## config.mk

```make
export PLATFORM = sky130hd
export DESIGN_NAME = ufa_rx
export DESIGN_NICKNAME = d
export VERILOG_FILES = /design/src/common/ufa_pkg.sv /design/src/hdl/ufa_rx.sv
export SDC_FILE = /design/constraint.sdc
export NUM_CORES = 1
export LEC_CHECK = 0
export ABC_AREA = 1
export BUFFER_PORTS_ARGS = -buffer_cell sky130_fd_sc_hd__buf_4
export CAP_MARGIN = 15
export CORE_MARGIN = 3
export CORE_UTILIZATION = 40
export CTS_CLUSTER_DIAMETER = 120
export CTS_CLUSTER_SIZE = 20
export DETAILED_ROUTE_END_ITERATION = 12
export GPL_ROUTABILITY_DRIVEN = 0
export SLEW_MARGIN = 30
export SYNTH_ARGS = -nofsm -noshare
export SYNTH_HDL_FRONTEND = slang
export SYNTH_SLANG_ARGS = --single-unit
```

## constraint.sdc

```tcl
create_clock -name sys_clk -period 6.7 [get_ports sys_clk]
set_clock_uncertainty 0.1 [all_clocks]
set_input_delay 0.335 -clock sys_clk [delete_from_list [all_inputs] [get_ports sys_clk]]
set_output_delay 0.335 -clock sys_clk [all_outputs]
set_load 0.005 [all_outputs]
```

## src/common/ufa_pkg.sv

```systemverilog
// Shared constants and carrier types for the receive framing/address block
package ufa_pkg;
    // Serial control register field positions
    localparam int SCR_RX_FLAG = 0;
    localparam int SCR_RX_BIT8 = 2;
    localparam int SCR_RX_EN = 4;
    localparam int SCR_ADDR_EN = 5;
    localparam int SCR_MODE1 = 6;
    localparam int SCR_BIT7 = 7;
    // Power control register field position
    localparam int PCR_FLAG_SEL = 6;
    // Reset values
    localparam logic [7:0] SCR_RESET = 8'h00;
    localparam logic [7:0] SLAVE_ADDRESS_REG_RESET = 8'h00;
    localparam logic [7:0] SMASK_RESET = 8'h00;
    localparam logic [7:0] PCR_RESET = 8'h00;
    // Timing: one bit time and the mid-bit sample point, in clock cycles
    localparam int CLK_MHZ = 100;
    localparam int BAUD_NS = 8680;
    localparam logic [15:0] BIT_CYC = 16'((BAUD_NS * CLK_MHZ) / 1000);
    localparam logic [15:0] HALF_CYC = 16'((BAUD_NS * CLK_MHZ) / 2000);
    // FIFO geometry
    localparam int FIFO_W = 9;
    localparam int FIFO_D = 16;

    typedef enum logic [1:0] {
        UFA_MODE_SHIFT,
        UFA_MODE_8BIT,
        UFA_MODE_9BIT_A,
        UFA_MODE_9BIT_B
    } ufa_mode_t;

    typedef enum logic [2:0] {
        UFA_IDLE,
        UFA_START,
        UFA_DATA,
        UFA_NINTH,
        UFA_STOP
    } ufa_rx_st_t;

    // Frame handed to the FIFO: ninth bit plus byte
    typedef struct packed {
        logic bit8;
        logic [7:0] data;
    } ufa_frame_t;
endpackage

```

## src/hdl/ufa_rx.sv

```systemverilog
// Receive framing check and automatic address recognition, with FIFO
// Function
// - A frame with a missing stop bit sets the framing error flag.
// - Control bit 7 reads as framing error when frame select is one, else mode bit 0.
// - The framing error flag is cleared only by a software write of zero.
// - Address recognition acts only while the address match enable is set.
// - In 9-bit modes with matching on, receive flag rises only on a given or broadcast address.
// - In 9-bit modes only frames with ninth bit one are address candidates.
// - In 8-bit mode with matching on, a valid stop bit and an address match are needed.
// - Shift register mode ignores the address match enable.
// - The given address cares only where the mask bit is one, matching the slave address.
// - A byte matches when every cared bit equals the given address bit.
// - Broadcast address is slave address OR mask, zero bits being don't-care.
// - Reset clears slave address and mask to zero.
`timescale 1ns/1ps

module ufa_fifo #(
    parameter int W = 9,
    parameter int D = 16
) (
    input wire logic clk, // Clock
    input wire logic rst_n, // Synchronised reset, active low
    input wire logic [W-1:0] in_data, // Write data
    input wire logic in_valid, // Write request
    output logic in_ready, // Room available
    output logic [W-1:0] out_data, // Head word
    output logic out_valid, // Head word present
    input wire logic out_ready // Drain accepts head
);
    localparam int AW = $clog2(D);
    typedef struct packed {
        logic [D-1:0][W-1:0] mem;
        logic [AW-1:0] wr;
        logic [AW-1:0] rd;
        logic [AW:0] cnt;
    } ufa_fifo_st_t;
    ufa_fifo_st_t s_q, s_d;
    logic push, pop;

    // Push and pop with count tracking
    always_comb begin
        push = in_valid && (s_q.cnt != (AW+1)'(D));
        pop = out_ready && (s_q.cnt != '0);
        s_d = s_q;
        if (push) begin
            s_d.mem[s_q.wr] = in_data;
            s_d.wr = s_q.wr + AW'(1);
        end
        if (pop) begin
            s_d.rd = s_q.rd + AW'(1);
        end
        s_d.cnt = s_q.cnt + (AW+1)'(push) - (AW+1)'(pop);
    end

    always_ff @(posedge clk or negedge rst_n) begin
        if (!rst_n) begin
            s_q <= '0;
        end else begin
            s_q <= s_d;
        end
    end

    assign in_ready = s_q.cnt != (AW+1)'(D);
    assign out_valid = s_q.cnt != '0;
    assign out_data = s_q.mem[s_q.rd];
endmodule

module ufa_rx (
    input wire logic sys_clk, // System clock, 100 MHz
    input wire logic rst_n, // Asynchronous reset, active low
    input wire logic rxd, // Serial line input pin
    input wire logic [7:0] scr_wdata, // Serial control write data
    input wire logic scr_we, // Serial control write strobe
    input wire logic [7:0] pcr_wdata, // Power control write data
    input wire logic pcr_we, // Power control write strobe
    input wire logic [7:0] slave_address_reg_wdata, // Slave address write data
    input wire logic slave_address_reg_we, // Slave address write strobe
    input wire logic [7:0] smask_wdata, // Address mask write data
    input wire logic smask_we, // Address mask write strobe
    input wire logic fifo_ready, // Consumer takes a frame
    output logic [7:0] scr_rdata, // Serial control read value
    output logic framing_error_flag, // Sticky framing error
    output logic receive_flag, // Frame accepted
    output logic [8:0] fifo_data, // Head frame, ninth bit on top
    output logic fifo_valid // Head frame present
);
    typedef struct packed {
        logic [1:0] rst_sync;
        logic [1:0] rx_sync;
        ufa_pkg::ufa_rx_st_t st;
        logic [15:0] cyc;
        logic [3:0] nbit;
        logic [8:0] shf;
        logic [7:0] scr;
        logic [7:0] pcr;
        logic [7:0] slave_address_reg;
        logic [7:0] slave_address_mask;
        logic framing_error_flag;
        logic [7:0] rdata;
        logic fe_out;
        logic ri_out;
        logic [8:0] fdata;
        logic fvalid;
    } ufa_st_t;

    ufa_st_t s_q, s_d;
    logic srst_n;
    logic rx_s;
    ufa_pkg::ufa_mode_t mode;
    logic addr_en, given_hit, bcast_hit, accept, push, stop_ok;
    logic [7:0] bcast;
    ufa_pkg::ufa_frame_t frame;
    logic f_in_ready, f_out_valid;
    logic [8:0] f_out_data;

    assign srst_n = s_q.rst_sync[1];
    assign rx_s = s_q.rx_sync[1];
    assign mode = ufa_pkg::ufa_mode_t'({s_q.scr[ufa_pkg::SCR_BIT7],
                                         s_q.scr[ufa_pkg::SCR_MODE1]});
    // Stop bit valid when sampled high; shift mode samples a stop bit too
    assign stop_ok = rx_s;
    assign frame = '{bit8: (mode[1] ? s_q.shf[8] : stop_ok),
                     data: s_q.shf[7:0]};
    // Given address cares where mask is one; broadcast is OR of both
    assign given_hit = ((frame.data ^ s_q.slave_address_reg)
                        & s_q.slave_address_mask) == 8'h00;
    assign bcast = s_q.slave_address_reg | s_q.slave_address_mask;
    assign bcast_hit = ((frame.data ^ bcast) & bcast) == 8'h00;
    assign addr_en = s_q.scr[ufa_pkg::SCR_ADDR_EN]
                     && mode != ufa_pkg::UFA_MODE_SHIFT;

    // Acceptance per mode when the stop bit is judged
    always_comb begin
        accept = 1'b1;
        if (addr_en) begin
            if (mode == ufa_pkg::UFA_MODE_8BIT) begin
                accept = stop_ok && (given_hit || bcast_hit);
            end else begin
                accept = s_q.shf[8] && (given_hit || bcast_hit);
            end
        end
    end

    // Framing, address match and register state
    always_comb begin
        s_d = s_q;
        push = 1'b0;
        s_d.rx_sync = {s_q.rx_sync[0], rxd};
        s_d.rst_sync = {s_q.rst_sync[0], 1'b1};
        if (pcr_we) begin
            s_d.pcr = pcr_wdata;
        end
        if (slave_address_reg_we) begin
            s_d.slave_address_reg = slave_address_reg_wdata;
        end
        if (smask_we) begin
            s_d.slave_address_mask = smask_wdata;
        end
        if (scr_we) begin
            s_d.scr[6:0] = scr_wdata[6:0];
            if (s_q.pcr[ufa_pkg::PCR_FLAG_SEL]) begin
                // Only software clears the sticky flag
                if (!scr_wdata[ufa_pkg::SCR_BIT7]) begin
                    s_d.framing_error_flag = 1'b0;
                end
            end else begin
                s_d.scr[ufa_pkg::SCR_BIT7] = scr_wdata[ufa_pkg::SCR_BIT7];
            end
        end
        s_d.cyc = s_q.cyc + 16'h0001;
        unique case (s_q.st)
            ufa_pkg::UFA_IDLE: begin
                s_d.cyc = 16'h0000;
                if (!rx_s && s_q.scr[ufa_pkg::SCR_RX_EN]) begin
                    s_d.st = ufa_pkg::UFA_START;
                end
            end
            ufa_pkg::UFA_START: begin
                if (s_q.cyc == ufa_pkg::HALF_CYC) begin
                    s_d.cyc = 16'h0000;
                    s_d.nbit = 4'h0;
                    s_d.st = rx_s ? ufa_pkg::UFA_IDLE : ufa_pkg::UFA_DATA;
                end
            end
            ufa_pkg::UFA_DATA: begin
                if (s_q.cyc == ufa_pkg::BIT_CYC) begin
                    s_d.cyc = 16'h0000;
                    s_d.shf = {1'b0, rx_s, s_q.shf[7:1]};
                    s_d.nbit = s_q.nbit + 4'h1;
                    if (s_q.nbit == 4'h7) begin
                        s_d.st = mode[1] ? ufa_pkg::UFA_NINTH
                                         : ufa_pkg::UFA_STOP;
                    end
                end
            end
            ufa_pkg::UFA_NINTH: begin
                if (s_q.cyc == ufa_pkg::BIT_CYC) begin
                    s_d.cyc = 16'h0000;
                    s_d.shf[8] = rx_s;
                    s_d.st = ufa_pkg::UFA_STOP;
                end
            end
            ufa_pkg::UFA_STOP: begin
                if (s_q.cyc == ufa_pkg::BIT_CYC) begin
                    s_d.st = ufa_pkg::UFA_IDLE;
                    // Set wins over a same-cycle software clear
                    if (!stop_ok) begin
                        s_d.framing_error_flag = 1'b1;
                    end
                    if (accept) begin
                        push = f_in_ready; // Full FIFO drops the frame
                        s_d.scr[ufa_pkg::SCR_RX_FLAG] = 1'b1;
                        s_d.scr[ufa_pkg::SCR_RX_BIT8] = frame.bit8;
                    end
                end
            end
        endcase
        // Bit 7 view depends on frame select
        s_d.rdata = s_d.scr;
        s_d.rdata[ufa_pkg::SCR_BIT7] = s_d.pcr[ufa_pkg::PCR_FLAG_SEL]
            ? s_d.framing_error_flag : s_d.scr[ufa_pkg::SCR_BIT7];
        s_d.fe_out = s_d.framing_error_flag;
        s_d.ri_out = s_d.scr[ufa_pkg::SCR_RX_FLAG];
        s_d.fdata = f_out_data;
        s_d.fvalid = f_out_valid && !(s_q.fvalid && fifo_ready);
    end

    // Reset clears mask and address so all bits are don't-care
    always_ff @(posedge sys_clk or negedge rst_n) begin
        if (!rst_n) begin
            s_q <= '0;
        end else if (!srst_n) begin
            s_q <= '0;
            s_q.rst_sync <= s_d.rst_sync;
            s_q.rx_sync <= s_d.rx_sync;
        end else begin
            s_q <= s_d;
        end
    end

    // Frame FIFO; a registered head keeps outputs flop-driven
    ufa_fifo #(.W(ufa_pkg::FIFO_W), .D(ufa_pkg::FIFO_D)) u_fifo (
        .clk(sys_clk),
        .rst_n(srst_n),
        .in_data(frame),
        .in_valid(push),
        .in_ready(f_in_ready),
        .out_data(f_out_data),
        .out_valid(f_out_valid),
        .out_ready(s_q.fvalid && fifo_ready)
    );

    assign scr_rdata = s_q.rdata;
    assign framing_error_flag = s_q.fe_out;
    assign receive_flag = s_q.ri_out;
    assign fifo_data = s_q.fdata;
    assign fifo_valid = s_q.fvalid;
endmodule
```

# ---- Word-level counts from Yosys, hierarchy flattened
# Index checks and enable logic that the tools add are counted.
# W data, S select, Z words.
dict set report classes {
  add_sub_neg 6
  n_mul 0
  n_div 0
  n_lt_le_gt_ge 3
  n_eq_ne 21
  shifts 0
  muxes 44
  bitwise 5
  reduce_logical 21
}
# cell count
set ops {}
lappend ops {{$bwmux W144} 1}
lappend ops {{$mux W85} 1}
lappend ops {{$pmux W16 S4} 1}
lappend ops {{$mux W8} 5}
lappend ops {{$bmux W9 S4} 1}
lappend ops {{$demux W9 S4} 1}
lappend ops {{$mux W32} 1}
lappend ops {{$mux W23} 1}
lappend ops {{$mux W1} 21}
lappend ops {{$mux W19} 1}
lappend ops {{$mux W9} 2}
lappend ops {{$ne A3 B3 Y1 const B} 6}
lappend ops {{$add A16 B1 Y16 const B} 1}
lappend ops {{$and A8 B8 Y8} 2}
lappend ops {{$eq A16 B10 Y1 const B} 1}
lappend ops {{$eq A16 B9 Y1 const B} 1}
lappend ops {{$logic_not A8 Y1} 2}
lappend ops {{$xor A8 B8 Y8} 2}
lappend ops {{$pmux W3 S5} 1}
lappend ops {{$add A4 B1 Y4 const B} 3}
lappend ops {{$mux W3} 4}
lappend ops {{$lt A4 B5 Y1 const B} 2}
lappend ops {{$logic_and A1 B1 Y1} 9}
lappend ops {{$or A8 B8 Y8} 1}
lappend ops {{other kinds (23)} 29}
dict set report totals {
  ff_bits 239
  latchBits 0
  ram_bits 0
  romBits 0
  inputBits 40
  out_inout_bits 20
  wordCells 136
  memories 0
}

# ---- Longest topological paths before layout
# Gate-level depths: netlist of the first run.
dict set report depth {
  depth_word 14
  depth_mapped 17
  depth_no_buf 16
}

# ---- Hierarchy
# Synthesis of the first run repeated with hierarchy kept, for this count alone.
dict set report unflattened {
  hier_cells 1480
  hier_area_um2 11946.5
}
# module instances cells_per_inst area_each_um2 seq_area_each_um2
set by_module_without_submodules {}
lappend by_module_without_submodules {ufa_fifo 1 1001 8101.5 3928.8}
lappend by_module_without_submodules {ufa_rx 1 479 3844.9 1826.8}

# ---- Worst setup path after synthesis of the first run
# OpenSTA, ideal clock, no wires.
dict set report synth_path {
  kind {register to register}
  startpoint {reg s_q[88] in the netlist's numbering}
  endpoint {reg s_q (netlist bit frame[0])}
  setup_ns 0.111
  arrival_ns 5.014
  t_required_ns 6.489
  setup_slack_ns 1.475
  path_stages_with_launch 3
  n_path_buf 0
  path_cell_list {dfrtp_1 -> o21ai_1 -> o22ai_1}
}
dict set report synth_via {
  elab_chain_len 2
}
# item line_no
set synth_lines {}
lappend synth_lines {{from (decl)} ufa_rx.sv:106} ;# ufa_st_t s_q, s_d;
lappend synth_lines {{$ne A2 B1 Y1 (no line)} n/a}
lappend synth_lines {{$reduce_and A2 Y1 (no line)} n/a}
# Parallel ways exist; a longest one is shown, timed or not.
# A chain may end at the register's enable or synchronous reset.

# ---- Worst setup path in the final report of the first run
dict set report layout_path {
  startpoint {reg s_q (netlist bit frame[3])}
  endpoint {reg u_fifo.s_q[129] in the netlist's numbering}
}
dict set report layout_via {
  elab_chain_len 11
}
# item line_no
set layout_lines {}
lappend layout_lines {{$xor A8 B8 Y8 (on tied branches)} {ufa_rx.sv:125, ufa_rx.sv:128}}
lappend layout_lines {{$and A8 B8 Y8 (on tied branches)} {ufa_rx.sv:126, ufa_rx.sv:128}}
lappend layout_lines {{$logic_not A8 Y1 (on tied branches)} {ufa_rx.sv:125, ufa_rx.sv:128}}
lappend layout_lines {{$logic_or A1 B1 Y1 (*)} {ufa_rx.sv:137, ufa_rx.sv:139}}
lappend layout_lines {{$logic_and A1 B1 Y1 (on tied branches)} {ufa_rx.sv:139, ufa_rx.sv:137}}
lappend layout_lines {{$mux W1 (*)} ufa_rx.sv:136} ;# if (mode == ufa_pkg::UFA_MODE_8BIT) begin
lappend layout_lines {{$mux W1 (*)} ufa_rx.sv:135} ;# if (addr_en) begin
lappend layout_lines {{$mux W1 (*)} ufa_rx.sv:210} ;# if (accept) begin
lappend layout_lines {{$mux W1 (*)} ufa_rx.sv:204} ;# if (s_q.cyc == ufa_pkg::BIT_CYC) begin
lappend layout_lines {{$mux W1 (*)} ufa_rx.sv:171} ;# unique case (s_q.st)
lappend layout_lines {{$logic_and A1 B1 Y1 (*)} ufa_rx.sv:42} ;# push = in_valid && (s_q.cnt != (AW+1)'(D));
lappend layout_lines {{to (signal assigned)} ufa_rx.sv:57} ;# s_q <= '0;
lappend layout_lines {{to (signal assigned)} ufa_rx.sv:59} ;# s_q <= s_d;
lappend layout_lines {{to (decl)} ufa_rx.sv:37} ;# ufa_fifo_st_t s_q, s_d;
# Mark *: on every way between the ends. The rest lies on a longest branch, timed or not.

==> key figures, run 1 <==
Pwr
  – Switch share: 35.9%
  – Leakage: 6.54 nW
  – Net Sw Power: 1.23 mW
  – Worst VDD drop: 0.000177 V
  – Power share of the clock group: 26.2%
  – Logic pwr share: 30.0%
  – Flop pwr share: 43.9%
  – Cell area power density: 268 nW/um2
  – Internal power: 2.19 mW

Timing
  – Setup TNS: 0 ns
  – Min Hold Slack: 0.00207 ns
  – Final worst slack: 3.00 ns
  – RSZ-0062 raised after global routing: false
  – Final Hold Viols: 0
  – Period utilization: 55.3%
  – Pins over their slew limit: 0
  – Setup-failing EPs final: 0
  – Fmax: 270 MHz
  – Tmin final: 3.70 ns
  – Slew margin rel.: 32.2%
  – Worst Max-Slew Pin Slew: 1.01 ns

Logic synthesis
  – Synth Flop Type: dfrtp_1
  – Synth Register Bits: 230
  – Synth Cell Area: 11800 um2
  – Sequential-to-total area share from yosys stat: 48.8%
  – Top-count cell post-synth: nand2_1
  – Yosys top cell area share: 48.8%
  – Most area-consuming cells after synthesis: dfrtp_1 (49%), nand2_1 (12%), nand4_1 (8.5%)
  – Number of enable flip-flop cells after synthesis: 0
  – Avg Inst Size Synth: 8.15 um2
  – Cell taking the most area after synthesis: dfrtp_1
  – Synth warn: 0
  – Netlist cell types: 36
  – Synth async-reset ratio: 100%
  – Post-Syn Nets: 1503
  – Mapped Cells: 1447
  – Top post-synthesis cells by count: nand2_1 (386), dfrtp_1 (230), nand4_1 (160)

Setup path
  – Worst r2r path cells: 12
  – Worst Path Max Fanout: 86
  – Worst setup path end: u_fifo.s_q[129]
  – Critical path class: register to register
  – CP Launch Point: frame[3]
  – Critical Path RT: 7.03 ns
  – Reg2reg end: u_fifo.s_q[129]
  – Critical Path Source Type: register
  – Critical path endpoint category: register
  – Flop-to-flop setup slack: 3.00 ns
  – CP Data Arrival Time: 4.03 ns
  – Crit path cell chain: inv_2, o21ai_0, nand2_1, nor2_1, nand2_1, nand2_1, nand2_2, a21oi_4, buf_4, buf_4, nand4_1, nand2_1
  – RR Startpoint: frame[3]
  – Crit-path max cell delay: 1.00 ns
  – Most frequent cell on the critical path: nand2_1
  – Critical Path Slowest Stage Cell: dfrtp_1

CTS
  – Worst-path clk slew: 0.09 ns
  – CTS H-Tree Depth: 1
  – Inserted Clock Buffers: 15
  – CTS sink cnt: 230
  – Worst-skew pair later-pin latency: 0.48 ns
  – Setup bufs post-CTS: 0
  – CTS Buffer Depth: 3
  – CTS tree: yes
  – CTS root buf: clkbuf_16

Route
  – Antenna Nets Post-Route: 0
  – DRT Pass-1 Iters: 5
  – Drt wl/cell: 18.5 um
  – DRC viols: 0
  – Initial DRC Count: 1111
  – Drt via density: 5.68
  – Vias: 10300
  – Detailed Route WL: 33.7 mm

Placed design
  – Worst slack at placement: 3.06 ns
  – IO buf count: 52
  – DPL Wire Length: 20.0 mm
  – Cells after DPL: 1784
  – Placed cell area: 12200 um2

Hold path
  – Worst hold path class: primary input to register

Global route
  – Overall overflow remaining after global route: 0
  – Global Route Usage Sum: 21.3%
  – Initial antenna violation count: 0
  – Largest net degree at the start of global routing: 87
  – Vias in the first global route: 9827
  – First-pass GRT wire length: 54.5 mm

Floorplanning
  – IO Count: 60
  – Die Span Y: 178 um
  – Row cnt: 62
  – Core area: 28900 um2
  – Die footprint: 31600 um2
  – Initial Util: 40.9%
  – Die X: 178 um

Final layout
  – Final Cell Area: 12800 um2
  – Final net count: 1489
  – Share of layout cells above drive strength 1: 8.23%
  – Area grow syn2layout: 8.30%
  – Ant. Diodes: 0
  – Non-Filler Instances: 1818

Outcome
  – Status: finished, final reports clean

Job
  – Number of max-cap violations: 0
[sequential cells by signal, summed over array words and instances (netlist names)]
name / flops
fifo_data: 9
fifo_valid: 1
frame: 8
framing_error_flag: 1
mode: 1
rx_s: 1
s_d: 2
s_q: 42
scr_rdata: 8
u_fifo.s_q: 157
[through the flow]
step | util (%) | power [mW]
after detailed placement | 42.4 | 2.53
after floorplan | - | 2.21
after global placement | 42.3 | 2.52
final | 44.3 | 3.42
after global routing | 44.3 | 3.60
after CTS | 44.3 | 3.43
[repair_timing]
| action | CTS | global route |
|---|---|---|
| endpoints found under the setup margin | 0 | 0 |
| gates resized for setup | 0 | 0 |
| hold endpoints to repair | 88 | 0 |
| hold buffers | 16 | 0 |
[layer usage]
metal | track usage, % | share of wire [%] | vias to the layer above
met4 | 5.14 | 2.2 | 0
li1 | - | - | 4901
met2 | 33.0 | 45 | 335
met3 | 2.80 | 6.2 | 47
met1 | 31.7 | 46 | 5043
met5 | 0 | 0 | -
[worst min-delay path by stage]
stage                               startpoint            to  slack (ns)  cells past startpoint
floorplan                                rst_n  fifo_data[0]       -0.06                      0
global placement                       s_d[88]       s_q[88]        0.23                      0
detailed placement                     s_d[86]          rx_s        0.23                      0
CTS                 slave_address_reg_wdata[5]       s_q[34]       0.004                      3
global route        slave_address_reg_wdata[5]       s_q[34]        0.02                      3
finish              slave_address_reg_wdata[5]       s_q[34]       0.002                      3
[power groups by stage]
stage	clock network, mW	logic [mW]	registers (mW)
2_1_floorplan	0	0.697	1.52
3_3_place_gp	0	0.996	1.53
3_5_place_dp	0	1.00	1.53
4_1_cts	0.918	1.01	1.50
5_1_grt	0.960	1.13	1.51
6_report	0.894	1.03	1.50
[logic make-up (layout without fill, tap and decap cells)]
| family | count (synthesis) | count (layout) | share of synthesized area, % |
|---|---|---|---|
| other | 1 | 1 | 0.0318 |
| AO/OA/AOI/OAI | 198 | 198 | 9.94 |
| AND/OR/NAND/NOR | 780 | 780 | 30.6 |
| multiplexers | 2 | 2 | 0.170 |
| flip-flops | 230 | 230 | 48.8 |
| adder cells (fa/ha/maj) | 16 | 16 | 1.76 |
| XOR/XNOR | 14 | 14 | 1.04 |
| buffers and inverters | 206 | 193 | 7.66 |
[critical path, delay by kind of cell (launching register included)]
kind,cells,cell delay (ns)
and+or+nand+nor,7,0.76
AOI/OAI and AO/OA,2,0.24
DFF,1,1.00
buffers and inverters,3,1.50
[placed cells by master, fill, tap and decap left out, types with 3 or more instances in the layout]
cell,Yosys,layout
nor4_1,6,6
ha_1,15,15
o211ai_1,7,7
o21ai_0,113,113
nor2_1,118,118
inv_2,12,12
nor3_1,10,10
o31ai_1,4,4
o221ai_1,29,29
xor2_1,12,12
nand3_1,76,76
dlygate4sd3_1,0,16
a31oi_1,3,3
buf_4,26,61
clkbuf_16,0,15
inv_1,83,82
dfrtp_1,230,228
nand2_1,386,386
nand4_2,16,16
nand4_1,160,160
or2_2,6,6
a21oi_1,21,21
o22ai_1,15,15
[area by class of cell]
type	count	area [um2]
flip-flops and latches	230	5760
multi-input cells	1011	5140
inverters	96	363
fillers	2884	16100
clock inverters	1	11.3
clock buffers	17	383
well taps	384	480
repair buffers	79	641
Power figures use the tool's default switching activity.
==> run 2, diff against run 1 <==
==> constraint.sdc (replaced) <==
create_clock -name sys_clk -period 3.05 [get_ports sys_clk]
set_clock_uncertainty 0.1 [all_clocks]
set_input_delay 0.1525 -clock sys_clk [delete_from_list [all_inputs] [get_ports sys_clk]]
set_output_delay 0.1525 -clock sys_clk [all_outputs]
set_load 0.005 [all_outputs]
==> run 2 against run 1 <==
Effect of this change: count of clock-buffer cells in the layout shrank 1; non-clock buffer count grew 76; fmax grew 40%; sequential cell count is the same; die area is the same; worst setup slack lost 2.6 ns; largest power group unchanged; critical endpoint is now u_fifo.s_q[4]; worst hold slack gained 0.023 ns; cell area grew 5.5%; critical path depth grew 1.
==> key figures, run 2 (same netlist as run 1, synthesis figures left out) <==
Timing
  – Slew margin rel.: 38.8% (+6.6 points)
  – Pins over their slew limit: 0 (unchanged)
  – Setup TNS: 0 ns (unchanged)
  – Period utilization: 86.9% (+32 points)
  – Setup-failing EPs final: 0 (unchanged)
  – RSZ-0062 raised after global routing: false
  – Final Hold Viols: 0 (unchanged)
  – Tmin final: 2.65 ns (-1.05 ns)
  – Worst Max-Slew Pin Slew: 0.917 ns (-0.0966 ns)
  – Fmax: 377 MHz (+40%)

Final layout
  – Most common cell after layout, fill and taps aside: nand2_1
  – Largest Register: u_fifo.s_q
  – Share of layout cells above drive strength 1: 9.87% (+1.6 points)
  – Area grow syn2layout: 14.3%
  – Final Cell Area: 13500 um2 (+5.5%)
  – FF+latch area: 5760 um2 (unchanged)
  – Final core utilization: 46.7% (+2.4 points)
  – Final net count: 1565 (+5.1%)
  – Ant. Diodes: 0 (unchanged)
  – Commonest non-fill, non-tap cells in the layout: nand2_1 (386), dfrtp_1 (228), nand4_1 (160)
  – Largest register FFs: 157 (unchanged)
  – Fill count: 2767 (-4.1%)
  – Area occupied by multi-input gates: 5140 um2 (unchanged)

Setup path
  – Worst Path Max Fanout: 4 (-95%)
  – Critical path class: register to register
  – CP Data Arrival Time: 2.98 ns (-1.05 ns)
  – Flop-to-flop setup slack: 0.40 ns (-2.60 ns)
  – Critical path endpoint category: register
  – Critical Path RT: 3.38 ns (-3.65 ns)
  – Critical Path Source Type: register

Route
  – Detailed Route WL: 34.0 mm (+0.83%)
  – Drt wl/cell: 18.0 um (-3.2%)
  – Vias: 10600 (+2.3%)
  – Antenna Nets Post-Route: 0 (unchanged)
  – Drt via density: 5.58 (-1.8%)
  – Initial DRC Count: 1220 (+9.8%)
  – DRT Pass-1 Iters: 6 (+1)
  – DRC viols: 0 (unchanged)

Pwr
  – Worst VDD drop: 0.000433 V (+140%)
  – Leakage: 6.87 nW (+5.1%)
  – Switch share: 35.7% (-0.17 points)
  – Power share of the clock group: 26.0% (-0.2 points)
  – Cell area power density: 560 nW/um2 (+110%)
  – Internal power: 4.85 mW (+120%)
  – Net Sw Power: 2.69 mW (+120%)
  – Flop pwr share: 43.5% (-0.4 points)
  – Logic pwr share: 30.5% (+0.5 points)

CTS
  – CTS H-Tree Depth: 1 (unchanged)
  – Setup bufs post-CTS: 0 (unchanged)
  – CTS Buffer Depth: 3 (unchanged)
  – CTS root buf: clkbuf_16
  – CTS sink cnt: 230 (unchanged)
  – Worst-skew pair later-pin latency: 0.50 ns (+0.02 ns)
  – CTS tree: yes
  – Worst-path clk slew: 0.09 ns (about the same)
  – Inserted Clock Buffers: 15 (unchanged)

Floorplanning
  – Initial Util: 40.9% (unchanged)
  – Row cnt: 62 (unchanged)
  – Die X: 178 um (unchanged)
  – Die Span Y: 178 um (unchanged)
  – Die footprint: 31600 um2 (unchanged)
  – IO Count: 60 (unchanged)
  – Core area: 28900 um2 (unchanged)

Hold path
  – Worst hold path class: primary input to register

Global route
  – Largest net degree at the start of global routing: 145 (+67%)
  – Overall overflow remaining after global route: 0 (unchanged)
  – Vias in the first global route: 10400 (+5.9%)
  – First-pass GRT wire length: 56.0 mm (+2.6%)
  – Initial antenna violation count: 0 (unchanged)
  – Global Route Usage Sum: 21.8% (+0.48 points)

Placed design
  – DPL Wire Length: 20.8 mm (+4.0%)
  – IO buf count: 52 (unchanged)
  – Placed cell area: 12500 um2 (+2.2%)

Job
  – Number of max-cap violations: 0 (unchanged)

Outcome
  – Status: finished, final reports clean
## run 2: cell count changes in the layout (fill, tap and decap cells not counted), sizes merged
cell / previous run / this run
dlygate4sd3: 16 / 60
clkbuf: 17 / 16
buf: 63 / 95
## run 2: cell type report
type | instances | area share [%]
flip-flops and latches | 230 | 42.7
multi-input cells | 1011 | 38.1
repair buffers | 155 | 10.0
well taps | 384 | 3.56
clock buffers | 16 | 2.81
inverters | 96 | 2.69
clock inverters | 1 | 0.0835
## run 2: per-stage QoR
step	total power [mW]	hold WS [ns]	worst slack [ns]	instances
after global placement	5.55	0.127	0.437	1816
after CTS	7.56	0.000303	0.403	1893
final	7.55	0.0249	0.401	1893
after global routing	7.93	0.0540	0.112	1893
after floorplan	4.86	-0.243	0.528	1447
after detailed placement	5.56	0.137	0.418	1816
## run 2: per-layer routing
metal | track usage [%] | routed length (um) | up-vias
met5 | 0 | 0 | -
met4 | 4.58 | 547 | 0
met2 | 34.8 | 15700 | 356
li1 | - | - | 5054
met1 | 31.9 | 15700 | 5112
met3 | 2.63 | 1980 | 40
## run 2: path summary, 6_finish.rpt
check	start	to	cells after the start
max	s_q[66]	u_fifo.s_q[4]	13
min	smask_we	s_q[26]	3
max in group asynchronous	s_q[88]	u_fifo.s_q[63]	1
min reg2reg	s_q[88]	u_fifo.s_q[4]	0
min in group asynchronous	s_q[88]	u_fifo.s_q[4]	0
max reg2reg	s_q[66]	u_fifo.s_q[4]	13
## run 2: critical path, cell delays in order (launching register included)
cell and delay [ns]:
dfrtp_1 0.42, inv_1 0.09, ha_1 0.16, nand4_1 0.10, nor4_1 0.19, nand2_1 0.19, inv_2 0.09, nand2_1 0.05
nor2_1 0.16, ha_1 0.20, inv_1 0.06, fa_1 0.39, o21ai_0 0.22, xor2_1 0.16
## run 2: timing repair
item / 4_1_cts / 5_1_grt
hold buffers: 60 / 0
gates resized for setup: 0 / 0
hold endpoints to repair: 102 / 0
## run 2: power groups by stage
| stage | registers [mW] | logic, mW | clock network, mW |
|---|---|---|---|
| after floorplan | 3.33 | 1.53 | 0 |
| after global placement | 3.34 | 2.21 | 0 |
| after detailed placement | 3.35 | 2.22 | 0 |
| after CTS | 3.28 | 2.27 | 2.01 |
| after global routing | 3.30 | 2.53 | 2.10 |
| final | 3.28 | 2.30 | 1.96 |
==> run 3, diff against run 2 <==
--- a/config.mk
+++ b/config.mk
@@ -10,6 +10,7 @@
 export CAP_MARGIN = 15
 export CORE_MARGIN = 3
 export CORE_UTILIZATION = 40
+export CTS_BUF_LIST = sky130_fd_sc_hd__clkbuf_16
 export CTS_CLUSTER_DIAMETER = 120
 export CTS_CLUSTER_SIZE = 20
 export DETAILED_ROUTE_END_ITERATION = 12
==> run 3 against run 2 <==
Effect of this change: fmax rose by 0.15%; critical endpoint unchanged; largest power group unchanged; sequential power barely moved; highest routed layer unchanged; count of clock-buffer cells in the layout fell by 1; sequential share of layout area did not move; worst setup slack improved by 0.0040 ns; cell area did not move; wire length barely moved; non-clock buffer count did not move.
==> key figures, run 3 (same netlist as run 1, synthesis figures left out) <==
Global route
  – Largest net degree at the start of global routing: 145 (unchanged)
  – Vias in the first global route: 10400 (unchanged)
  – Overall overflow remaining after global route: 0 (unchanged)
  – Global Route Usage Sum: 21.8% (unchanged)
  – First-pass GRT wire length: 56.0 mm (unchanged)
  – Initial antenna violation count: 0 (unchanged)

Route
  – Vias: 10600 (-0.038%)
  – Antenna Nets Post-Route: 0 (unchanged)
  – DRT Pass-1 Iters: 6 (unchanged)
  – Drt via density: 5.58 (about the same)
  – DRC viols: 0 (unchanged)
  – Initial DRC Count: 1220 (unchanged)
  – Drt wl/cell: 18.0 um (about the same)
  – Detailed Route WL: 34.0 mm (about the same)

Pwr
  – Cell area power density: 560 nW/um2 (about the same)
  – Worst VDD drop: 0.000433 V (about the same)
  – Net Sw Power: 2.69 mW (about the same)
  – Power share of the clock group: 25.9% (about the same)
  – Flop pwr share: 43.5% (about the same)
  – Switch share: 35.7% (about the same)
  – Logic pwr share: 30.5% (about the same)
  – Leakage: 6.87 nW (about the same)
  – Internal power: 4.85 mW (about the same)

Setup path
  – CP Launch Point: s_q[66]
  – Critical path class: register to register
  – Flop-to-flop setup slack: 0.40 ns (about the same)
  – CP Data Arrival Time: 2.97 ns (about the same)
  – Crit path cell chain: inv_1, ha_1, nand4_1, nor4_1, nand2_1, inv_2, nand2_1, nor2_1, ha_1, inv_1, fa_1, o21ai_0, xor2_1
  – Critical Path Slowest Stage Cell: dfrtp_1
  – Crit-path max cell delay: 0.42 ns (about the same)
  – RR Startpoint: s_q[66]
  – Critical path endpoint category: register
  – Critical Path Source Type: register
  – Critical Path RT: 3.38 ns (about the same)
  – Worst Path Max Fanout: 4 (unchanged)

Floorplanning
  – Die footprint: 31600 um2 (unchanged)
  – Initial Util: 40.9% (unchanged)
  – Die Span Y: 178 um (unchanged)
  – IO Count: 60 (unchanged)
  – Core area: 28900 um2 (unchanged)
  – Row cnt: 62 (unchanged)
  – Die X: 178 um (unchanged)

Outcome
  – Status: finished, final reports clean

Final layout
  – Final Cell Area: 13500 um2 (unchanged)
  – Largest Register: u_fifo.s_q
  – Largest register FFs: 157 (unchanged)
  – Fill count: 2767 (unchanged)
  – Final net count: 1565 (unchanged)
  – Commonest non-fill, non-tap cells in the layout: nand2_1 (386), dfrtp_1 (228), nand4_1 (160)
  – Share of layout cells above drive strength 1: 9.87% (unchanged)
  – Non-Filler Instances: 1893 (unchanged)
  – Area grow syn2layout: 14.3% (unchanged)
  – Most common cell after layout, fill and taps aside: nand2_1
  – Final core utilization: 46.7% (unchanged)
  – Ant. Diodes: 0 (unchanged)

Timing
  – Slew margin rel.: 38.8% (about the same)
  – Final worst slack: 0.405 ns (+0.00397 ns)
  – Final Hold Viols: 0 (unchanged)
  – Setup TNS: 0 ns (unchanged)
  – Pins over their slew limit: 0 (unchanged)
  – Fmax: 378 MHz (+0.15%)
  – Tmin final: 2.65 ns (-0.00397 ns)
  – Setup-failing EPs final: 0 (unchanged)
  – Worst Max-Slew Pin Slew: 0.917 ns (+0.000347 ns)
  – RSZ-0062 raised after global routing: false
  – Period utilization: 86.7% (-0.13 points)

Job
  – Number of max-cap violations: 0 (unchanged)

CTS
  – Inserted Clock Buffers: 15 (unchanged)
  – CTS Buffer Depth: 3 (unchanged)
  – CTS root buf: clkbuf_16
  – CTS tree: yes
  – CTS H-Tree Depth: 1 (unchanged)
  – Worst-path clk slew: 0.09 ns (about the same)
  – CTS resizes: 0 (unchanged)
  – CTS sink cnt: 230 (unchanged)
  – Worst-skew pair later-pin latency: 0.50 ns (about the same)

Placed design
  – Placed cell area: 12500 um2 (unchanged)
  – Cells after DPL: 1816 (unchanged)
  – Worst slack at placement: 0.418 ns (unchanged)
  – IO buf count: 52 (unchanged)
  – DPL Wire Length: 20.8 mm (unchanged)

Hold path
  – Min-delay src: smask_we
  – Worst hold path class: primary input to register
run 3: power groups by stage:
stage / clock [mW] / sequential (mW) / combinational [mW]
3_3_place_gp: 0 / 3.34 / 2.21
5_1_grt: 2.10 / 3.30 / 2.53
4_1_cts: 2.00 / 3.28 / 2.27
6_report: 1.96 / 3.28 / 2.30
2_1_floorplan: 0 / 3.33 / 1.53
3_5_place_dp: 0 / 3.35 / 2.22
run 3: stage by stage:
stage / hold WS (ns) / total power, mW
after floorplan: -0.243 / 4.86
after global placement: 0.127 / 5.55
after detailed placement: 0.137 / 5.56
after CTS: 0.000303 / 7.56
after global routing: 0.0540 / 7.93
final: 0.0251 / 7.54
run 3: worst max-delay path: cells and delay by family (launching register included):
kind | cells | cell delay, ns
AO/OA/AOI/OAI | 1 | 0.22
XOR/XNOR | 1 | 0.16
adder cells (fa/ha/maj) | 3 | 0.75
buffers and inverters | 3 | 0.24
flip-flops | 1 | 0.42
AND/OR/NAND/NOR | 5 | 0.69
run 3: metal layers:
layer	up-vias	wire, um	track usage (%)
met5	-	0	0
met4	0	547	4.58
met3	40	2000	2.63
met2	352	15700	34.8
met1	5111	15700	31.9
li1	5055	-	-
run 3: worst paths after layout:
| path | cells past startpoint | end |
|---|---|---|
| max in group asynchronous | 1 | u_fifo.s_q[63] |
| min | 3 | s_q[26] |
| max | 13 | u_fifo.s_q[4] |
| min reg2reg | 0 | u_fifo.s_q[4] |
| max reg2reg | 13 | u_fifo.s_q[4] |
| min in group asynchronous | 0 | u_fifo.s_q[4] |
run 3: repair_timing:
| action | 4_1_cts | 5_1_grt |
|---|---|---|
| endpoints found under the setup margin | 0 | 0 |
| endpoints found under the hold margin | 102 | 0 |
| buffers inserted | 0 | 0 |
| hold buffers | 60 | 0 |
run 3: cell type report:
type | instances | area, um2 | share of cell area [%]
timing repair buffer | 155 | 1350 | 10.0
sequential | 230 | 5760 | 42.7
inverter | 96 | 363 | 2.69
clock inverter | 2 | 15.0 | 0.111
clock buffer | 15 | 375 | 2.78
tap | 384 | 480 | 3.56
multi-input combinational | 1011 | 5140 | 38.1
